**config.mk**
```make
export PLATFORM = sky130hd
export DESIGN_NAME = thermal_sense
export DESIGN_NICKNAME = d
export VERILOG_FILES = /design/src/verilog/thermal_sense_pkg.sv /design/src/verilog/thermal_sense.sv
export VERILOG_INCLUDE_DIRS = /design/src /design/src/verilog
export SDC_FILE = /design/constraint.sdc
export NUM_CORES = 1
export LEC_CHECK = 0
export BUFFER_PORTS_ARGS = -buffer_cell sky130_fd_sc_hd__buf_2
export CORE_MARGIN = 2
export CORE_UTILIZATION = 46
export DETAILED_ROUTE_END_ITERATION = 6
export GPL_TIMING_DRIVEN = 0
export HOLD_SLACK_MARGIN = 0.03
export PLACE_DENSITY = 0.74
export SKIP_LAST_GASP = 1
export SYNTH_ARGS = -nofsm -noshare
export SYNTH_HDL_FRONTEND = slang
export SYNTH_SLANG_ARGS = --single-unit
```
**constraint.sdc**
```tcl
create_clock -name clk_sys -period 6.8 [get_ports clk_sys]
set_input_delay 0.34 -clock clk_sys [delete_from_list [all_inputs] [get_ports clk_sys]]
set_output_delay 0.34 -clock clk_sys [all_outputs]
set_load 0.005 [all_outputs]
```
**src/verilog/thermal_sense_regs.svh**
```systemverilog
// Register offsets, field positions, zone codes and timing counts of the thermal sense block.
`ifndef THERMAL_SENSE_REGS_SVH
`define THERMAL_SENSE_REGS_SVH
`define CLK_PERIOD_NS 10
`define REFRESH_TIME_US 100
`define REFRESH_CYCLES ((`REFRESH_TIME_US * 1000) / `CLK_PERIOD_NS)
`define AVERAGE_COUNT 8
`define SETTLE_CYCLES 16
`define ADDR_STRAP 8'h10
`define ADDR_OFFSET 8'h11
`define ADDR_ZONE 8'h12
`define ADDR_THERMAL 8'h13
`define ADDR_POWER 8'h14
`define ADDR_DECODE 8'h15
`define ADDR_STATUS 8'h16
`define ADDR_MASK 8'h17
`define ADDR_PHASE 8'h18
`define ADDR_AVERAGE 8'h19
`define HOT_CODE 8'h55
`define ZONE_97 8'h5a
`define ZONE_94 8'h5e
`define ZONE_91 8'h62
`define ZONE_88 8'h66
`define ZONE_85 8'h6b
`define ZONE_82 8'h71
`define ZONE_75 8'h81
`define STRAP_LIFT_LSB 0
`define STRAP_FLAT_BIT 2
`define STRAP_ACOUSTIC_BIT 3
`define LIFT_INDEX_60 8'h3c
`define LIFT_INDEX_80 8'h50
`define LIFT_INDEX_100 8'h64
`define EV_HOT 0
`define EV_ZONE 1
`define EV_AVERAGE 2
`endif

```
**src/verilog/thermal_sense_pkg.sv**
```systemverilog
// Types shared by the thermal sense block.
package thermal_sense_pkg;
    typedef enum logic [1:0] {
        REF_HIGH,
        REF_LOW
    } adc_reference_type;
    typedef struct packed {
        logic [7:0] address;
        logic [7:0] write_data;
        logic write_strobe;
        logic read_strobe;
    } reg_request_type;
    typedef struct packed {
        logic hf_droop_enable;
        logic [7:0] hf_droop_lift_lowpower;
        logic flat_loadline_enable;
        logic acoustic_enable;
    } strap_decode_type;
endpackage

```
**src/verilog/thermal_sense.sv**
```systemverilog
// Sense-pin sequencer, thermal zone coder, alert driver and register port.
//
// Local design decision: the strobed register port.
`timescale 1ns/100ps
`include "thermal_sense_regs.svh"
module thermal_sense (
    input wire logic clk_sys,
    input wire logic reset,
    input wire logic [7:0] adc_code,
    input wire logic [7:0] system_power_code,
    input wire logic acoustic_suppression_pin,
    input wire thermal_sense_pkg::reg_request_type bus_request,
    output logic [7:0] read_data,
    output logic adc_reference,
    output logic sense_current_enable,
    output logic thermal_alert_n_out,
    output logic thermal_alert_n_oe,
    output logic hf_droop_enable,
    output logic [7:0] hf_droop_lift_lowpower,
    output logic flat_loadline_enable,
    output logic acoustic_enable,
    output logic interrupt
);
    import thermal_sense_pkg::*;

    // Overview of the block.
    // The block owns one analog sense pin that does three jobs in turn.
    // First it reads a resistor divider that encodes the option straps.
    // Then it reads the same divider with the low reference to learn the pin offset.
    // Last it turns on the sense current and reads the thermistor drop for good.
    // The ADC itself sits outside; this logic only steers it and takes its codes.
    // The reference select and the current enable are the two steering outputs.
    // The ADC code input is treated as a level that is valid once settled.
    // Each capture phase waits a fixed settle count before it takes the code.
    // The settle count is a chosen figure; a slower converter needs a larger one.
    // Strap and offset codes are taken once and held until the next reset.
    // Holding them means a later change on the divider cannot alter the setup.
    // That is the intended trade: a board fault after power-on is not seen here.
    //
    // Sensing phase.
    // Every refresh period one sample is taken and corrected by the offset.
    // The correction saturates at zero rather than wrapping around.
    // A wrapped value would read as a very cold sensor and hide an overheat.
    // Eight corrected samples are summed and divided by eight for the average.
    // The average is kept for software; the alert and zone use the latest sample.
    // Using the latest sample keeps the alert quick at the cost of some noise.
    // There is no hysteresis on the alert, so a noisy sensor may chatter it.
    //
    // Zone coding.
    // A lower thermal voltage means a hotter thermistor.
    // Each zone level that the voltage falls to sets one more bit from the bottom.
    // The hottest level sets every bit; the alert uses the same code but fires only strictly below it.
    // Zone levels are codes chosen for the assumed ADC scale and are macros.
    //
    // Alert pin.
    // The alert is open drain: the data output is tied low.
    // Only the enable moves, and it goes high to pull the line low.
    // A board pull-up must hold the line high while the enable is low.
    // Driving the line high would fight other devices that share it.
    //
    // Strap decode.
    // The two low strap bits select the light-load droop lift index or off.
    // One strap bit holds the output target flat, independent of load.
    // One strap bit allows acoustic suppression, gated by its pin.
    // The pin is read live, so suppression follows it after one clock.
    //
    // System power.
    // The digitised system power code is latched every clock and read back.
    // Full scale on the analog side is the all-ones code.
    //
    // Register port.
    // A read strobe returns data in the following cycle only; otherwise zero.
    // Returning zero when idle keeps a shared read bus free of stale values.
    // Writes reach only the status and mask registers; all else is read only.
    // Status bits are sticky and cleared by writing a one to them.
    // When an event and a clear meet in one cycle the event wins.
    // Losing an event to a racing clear would hide a hot crossing from software.
    // The interrupt is high while any unmasked status bit is set.
    //
    // Limitations.
    // Phase order is fixed and cannot be restarted except by reset.
    // The refresh period assumes the system clock named in the header.
    // A different clock rate needs the clock period macro changed to match.
    // The average is readable but raises only its own status event.
    //
    // Reset values.
    // The thermal register starts at all ones, which reads as cold.
    // Starting cold keeps the alert released until the first real sample.
    // The zone register therefore starts at zero, below the lowest zone.
    // The reference select starts at the high reference for the strap read.
    // The sense current starts off so the strap read is not disturbed.
    // Status and mask start clear, so no interrupt follows reset.
    //
    // Timing summary.
    // Strap code is taken after the settle count from the end of reset.
    // Offset code is taken one settle count later.
    // The first thermal sample follows one refresh period after that.
    // Zone and alert follow each sample by one clock.
    // The interrupt follows the status change in the same clock.

    // Sequencer phases after power-on.
    typedef enum logic [1:0] {
        PHASE_STRAP,
        PHASE_OFFSET,
        PHASE_SENSE
    } phase_type;

    phase_type phase; // Current phase of the sense pin.
    logic [15:0] timer; // Settle and refresh timer.
    logic [7:0] strap; // Captured option straps.
    logic [7:0] offset; // Captured pin offset.
    logic [7:0] thermal; // Latest offset-corrected sample.
    logic [10:0] accumulator; // Sum of samples for the average.
    logic [2:0] sample_count; // Samples in the running sum.
    logic [7:0] average; // Averaged thermal voltage code.
    logic [7:0] zone; // Thermometer zone code.
    logic [7:0] power; // Latched system power code.
    logic [2:0] status; // Sticky events.
    logic [2:0] mask; // Interrupt enables.
    logic hot; // Registered alert condition.

    // Subtraction saturates at zero so a noisy sample cannot wrap to a cold reading.
    function automatic logic [7:0] minus_offset(input logic [7:0] sample, input logic [7:0] base);
        minus_offset = (sample > base) ? sample - base : 8'h00;
    endfunction

    // Lower thermal voltage means hotter, so each crossed level adds one zone bit.
    function automatic logic [7:0] zone_code(input logic [7:0] volts);
        logic [7:0] code;
        code = 8'h00;
        if (volts <= `ZONE_75) begin
            code = 8'h01;
        end
        if (volts <= `ZONE_82) begin
            code = 8'h03;
        end
        if (volts <= `ZONE_85) begin
            code = 8'h07;
        end
        if (volts <= `ZONE_88) begin
            code = 8'h0f;
        end
        if (volts <= `ZONE_91) begin
            code = 8'h1f;
        end
        if (volts <= `ZONE_94) begin
            code = 8'h3f;
        end
        if (volts <= `ZONE_97) begin
            code = 8'h7f;
        end
        if (volts <= `HOT_CODE) begin
            code = 8'hff;
        end
        zone_code = code;
    endfunction

    // Decode and next-value wires.
    wire settled = (timer == 16'(`SETTLE_CYCLES - 1));
    wire refresh = (timer == 16'(`REFRESH_CYCLES - 1));
    wire [7:0] next_thermal = minus_offset(adc_code, offset);
    wire average_done = (sample_count == 3'(`AVERAGE_COUNT - 1));
    wire [10:0] next_sum = accumulator + 11'(next_thermal);
    wire [7:0] next_average = next_sum[10:3];
    wire next_hot = (thermal < `HOT_CODE);
    wire [7:0] next_zone = zone_code(thermal);
    wire [1:0] lift_field = strap[`STRAP_LIFT_LSB +: 2];
    wire [7:0] next_lift = (lift_field == 2'b00) ? `LIFT_INDEX_60 :
                           (lift_field == 2'b01) ? `LIFT_INDEX_80 :
                           (lift_field == 2'b10) ? `LIFT_INDEX_100 : 8'h00;
    wire next_acoustic = strap[`STRAP_ACOUSTIC_BIT] & acoustic_suppression_pin;
    wire wr = bus_request.write_strobe;
    wire [7:0] addr = bus_request.address;
    wire [2:0] clear_bits = (wr && addr == `ADDR_STATUS) ? bus_request.write_data[2:0] : 3'h0;
    wire [2:0] events = {refresh && phase == PHASE_SENSE && average_done,
                         next_zone != zone, next_hot && !hot};
    wire [7:0] next_read =
        (addr == `ADDR_STRAP) ? strap :
        (addr == `ADDR_OFFSET) ? offset :
        (addr == `ADDR_ZONE) ? zone :
        (addr == `ADDR_THERMAL) ? thermal :
        (addr == `ADDR_POWER) ? power :
        (addr == `ADDR_DECODE) ? {4'h0, acoustic_enable, flat_loadline_enable, lift_field} :
        (addr == `ADDR_STATUS) ? {5'h0, status} :
        (addr == `ADDR_MASK) ? {5'h0, mask} :
        (addr == `ADDR_PHASE) ? {6'h0, phase} :
        (addr == `ADDR_AVERAGE) ? average : 8'h00;

    // Phase sequencer; the strap and offset codes are taken once and then held.
    always_ff @(posedge clk_sys) begin
        if (reset) begin
            phase <= PHASE_STRAP;
            timer <= 16'h0000;
            strap <= 8'h00;
            offset <= 8'h00;
            adc_reference <= REF_HIGH[0];
            sense_current_enable <= 1'b0;
        end else begin
            unique case (phase)
                PHASE_STRAP: begin
                    timer <= settled ? 16'h0000 : timer + 16'h0001;
                    if (settled) begin
                        strap <= adc_code;
                        adc_reference <= REF_LOW[0];
                        phase <= PHASE_OFFSET;
                    end
                end
                PHASE_OFFSET: begin
                    timer <= settled ? 16'h0000 : timer + 16'h0001;
                    if (settled) begin
                        offset <= adc_code;
                        sense_current_enable <= 1'b1;
                        phase <= PHASE_SENSE;
                    end
                end
                PHASE_SENSE: begin
                    timer <= refresh ? 16'h0000 : timer + 16'h0001;
                end
            endcase
        end
    end

    // Thermal sample, its eight-sample average and the zone code.
    always_ff @(posedge clk_sys) begin
        if (reset) begin
            thermal <= 8'hff;
            accumulator <= 11'h000;
            sample_count <= 3'h0;
            average <= 8'h00;
            zone <= 8'h00;
        end else begin
            zone <= next_zone;
            if (phase == PHASE_SENSE && refresh) begin
                thermal <= next_thermal;
                sample_count <= sample_count + 3'h1;
                accumulator <= average_done ? 11'h000 : next_sum;
                if (average_done) begin
                    average <= next_average;
                end
            end
        end
    end

    // Alert pin: the enable goes high only to pull low, never drives high.
    always_ff @(posedge clk_sys) begin
        if (reset) begin
            hot <= 1'b0;
            thermal_alert_n_out <= 1'b0;
            thermal_alert_n_oe <= 1'b0;
        end else begin
            hot <= next_hot;
            thermal_alert_n_out <= 1'b0;
            thermal_alert_n_oe <= next_hot;
        end
    end

    // Strap decode outputs and the system power code.
    always_ff @(posedge clk_sys) begin
        if (reset) begin
            hf_droop_enable <= 1'b0;
            hf_droop_lift_lowpower <= 8'h00;
            flat_loadline_enable <= 1'b0;
            acoustic_enable <= 1'b0;
            power <= 8'h00;
        end else begin
            hf_droop_enable <= (lift_field != 2'b11);
            hf_droop_lift_lowpower <= next_lift;
            flat_loadline_enable <= strap[`STRAP_FLAT_BIT];
            acoustic_enable <= next_acoustic;
            power <= system_power_code;
        end
    end

    // Register port: sticky status with set winning over a write-one clear.
    always_ff @(posedge clk_sys) begin
        if (reset) begin
            status <= 3'h0;
            mask <= 3'h0;
            read_data <= 8'h00;
            interrupt <= 1'b0;
        end else begin
            status <= (status & ~clear_bits) | events;
            if (wr && addr == `ADDR_MASK) begin
                mask <= bus_request.write_data[2:0];
            end
            read_data <= bus_request.read_strobe ? next_read : 8'h00;
            interrupt <= |(((status & ~clear_bits) | events) & mask);
        end
    end
endmodule

```
==> flow_metrics.py <==
metrics = {
    "clocking": {
        "cts_buffers": 9,
        "cts_hold_buf": 0,
        "cts_max_path_buffers": 2,
        "cts.sinks": 105,
        "tritoncts": "yes",
        "worstSkewPairLatency_ns": 0.36,
        "root_buffer": "clkbuf_16",
        "clk_transition_reported_paths_ns": 0.07,
        "cts_resized": 0,
        "cts_setup_buffers": 0,
        "htreeDepth": 3,
    },
    "worst_setup_path": {
        "start_kind": "flop",
        "rr_endpoint": "average[6]$_SDFFE_PP0P_",
        "required_ns": 7.05,
        "r2r_slack_ns": 2.76,
        "endpoint_kind": "flop",
        "cp_max_fo": 10,
        "r2r-start": "offset[0]$_SDFFE_PP0P_",
        "worstSetupPathType": "reg2reg",
        "worstPathArrival_ns": 4.29,
        "r2r_cells": 16,
    },
    "detailed_routing": {
        "wire_per_inst_microns": 17.2,
        "dr.pass1.iters": 7,
        "vias": 4966,
        "drc_errors": 2,
        "finalWirelength_microns": 14800,
        "ant_nets": 0,
        "vias_per_cell": 5.79,
        "dr.first_iter.drc_count": 399,
    },
    "grt": {
        "grt_pass1_wl_microns": 23800,
        "grt_overflow": 0,
        "grt_antenna_before_repair": 0,
        "track_usage": 0.237,
        "grt_max_degree": 20,
        "first_global_vias": 4717,
    },
    "min_path": {
        "hold_depth": 2,
        "worstHoldStart": "system_power_code[5]",
        "min_to": "power[5]$_SDFF_PP0_",
        "hold_class": "in2reg",
    },
    "yosys": {
        "yosysWarnings": 0,
        "avgSynthCellArea_sq_um": 8.38,
        "ys_seq_elements": 105,
        "yosysMostFrequentCell": "dfxtp_1",
        "synthArstFlopShare": 0,
        "netlist_top_cells_area": "dfxtp_1 (39%), nor2_1 (6.6%), ha_1 (5.3%)",
        "synth_seq_area_share": 0.387,
        "synth.distinct_cells": 68,
        "yosys-top-cells-count": "dfxtp_1 (105), nor2_1 (96), nand2_1 (41)",
        "synth_edf_count": 0,
        "postSynthCellCount": 648,
        "ys.flop_type": "dfxtp_1",
        "synth_top_cell_by_area": "dfxtp_1",
        "syn-cell-area_sq_mm": 0.00543,
        "synth_top_area_share": 0.387,
    },
    "floorplanning": {
        "num_rows": 39,
        "die-area_sq_mm": 0.0127,
        "initial_utilization": 0.474,
        "die_h_microns": 113,
        "pin_count": 61,
        "core-area_sq_mm": 0.0115,
        "die_x_microns": 113,
    },
    "placed_design": {
        "io_buffers": 48,
        "hpwlAfterDp_microns": 11200,
        "gp_congestion": 0.942,
        "place_area_sq_mm": 0.00586,
        "dp_slack_ns": 2.69,
    },
    "layout": {
        "syn_to_final_growth_pct": 13.2,
        "nets": 772,
        "fillers": 1092,
        "diodes": 0,
        "drive_gt1_frac": 0.116,
        "fin_area_sq_mm": 0.00615,
    },
    "timing": {
        "finalCritPeriodShare": 0.594,
        "rsz0062_at_grt": "false",
        "setup-violations-final": 0,
        "worstMarginPinSlew_ns": 0.866,
        "slew_headroom": 0.417,
        "hold_slack_ns": 0.188,
        "setup_ws_ns": 2.76,
        "max_freq_ghz": 0.248,
        "tns_ns": 0,
        "final_hold_viol_count": 0,
        "slew_violations": 0,
        "skew_ns": 0.00966,
        "finalCriticalPeriod_ns": 4.04,
    },
    "run_status": {
        "violations": "DRC",
        "status": "finished with violations",
    },
    "power": {
        "power_density_mw_per_mm2": 200,
        "power.leakage_nw": 2.45,
        "fin_total_pwr_w": 0.00123,
        "vdd_ir_drop_max_v": 0.000202,
    },
    "run": {
        "maxCapViolCount": 0,
    },
}
[layout make-up]
type,instances,area [sq um],share of cell area
buffer,40,181,0.0295
clock buffer,9,225,0.0366
clock inverter,7,62.6,0.0102
inverter,32,120,0.0195
multi-input combinational,474,3040,0.494
sequential,105,2100,0.342
tap,143,179,0.0291
timing repair buffer,48,240,0.0391
[where the power goes]
group,internal [W],leakage [nW],switching [W]
clock network,0.000255,0.132,0.000254
registers,0.000621,0.851,0.00000485
logic,0.0000359,1.46,0.0000609
[worst max-delay path by stage]
stage                                      start                 endpoint  slack, ns
after detailed placement             adc_code[0]  average[6]$_SDFFE_PP0P_       2.69
after global placement               adc_code[0]  average[6]$_SDFFE_PP0P_       2.79
final                     offset[0]$_SDFFE_PP0P_  average[6]$_SDFFE_PP0P_       2.76
after floorplan                      adc_code[0]  average[6]$_SDFFE_PP0P_       3.29
after global routing      offset[0]$_SDFFE_PP0P_  average[6]$_SDFFE_PP0P_       2.42
after CTS                 offset[0]$_SDFFE_PP0P_  average[6]$_SDFFE_PP0P_       2.83
[through the flow]
step | std cells | util
floorplan | 651 | -
global placement | 842 | 0.511
detailed placement | 842 | 0.511
CTS | 858 | 0.536
global route | 858 | 0.536
finish | 858 | 0.536
[critical path, stage by stage (launching register included)]
cell and delay, ns:
dfxtp_1 0.38, ha_1 0.20, inv_1 0.06, fa_1 0.40, nand2_1 0.10, a21oi_1 0.10, o31ai_1 0.36, a221o_1 0.27
clkbuf_1 0.35, nor2_1 0.11, ha_1 0.23, a21o_1 0.17, a21oi_1 0.27, o21ai_0 0.17, a22o_1 0.26, or3_1 0.35
o2111a_1 0.14
[cell families after synthesis]
family	share of synthesized area
buffers and inverters	0.0555
other	0.000690
adders and majority gates	0.0603
DFF	0.387
muxes	0.0405
AOI/OAI and AO/OA	0.173
and+or+nand+nor	0.238
xor gates and xnor gates	0.0451
[sequential cells by signal, summed over array words and instances, names as in the netlist, 8 cells and up]
| name | count |
|---|---|
| accumulator | 11 |
| average | 8 |
| offset | 8 |
| power | 8 |
| read_data | 8 |
| strap | 8 |
| thermal | 8 |
| timer | 16 |
| zone | 8 |
[routing by layer]
metal  vias to the layer above  track usage  part of all wire
met4                         0       0.0837             0.026
met1                      2368        0.313              0.44
met5                         -            0                 0
li1                       2405            -                 -
met3                        31       0.0616             0.066
met2                       162        0.376              0.47
[placed cells by master (no fill, tap or decap), types with 4 or more instances in the layout]
cell       count
o21ai_0       22
a21oi_1       37
buf_2         52
buf_4          5
clkbuf_1      28
dfxtp_1      105
o31ai_1        6
conb_1         4
inv_1         31
nor2b_1       17
clkbuf_16      9
mux2i_1       22
xor2_1        13
and3_1        15
a211oi_1       5
a21o_1         5
o21a_1         5
a221oi_1       6
nand3_1       21
nor3_1        13
and2_1        10
xnor2_1       15
nand2b_1       6
nand2_1       41
ha_1          23
a22oi_1       15
nor4_1        10
nand4_1        6
nor2_1        96
No activity file was read; power rests on OpenSTA's default activity.
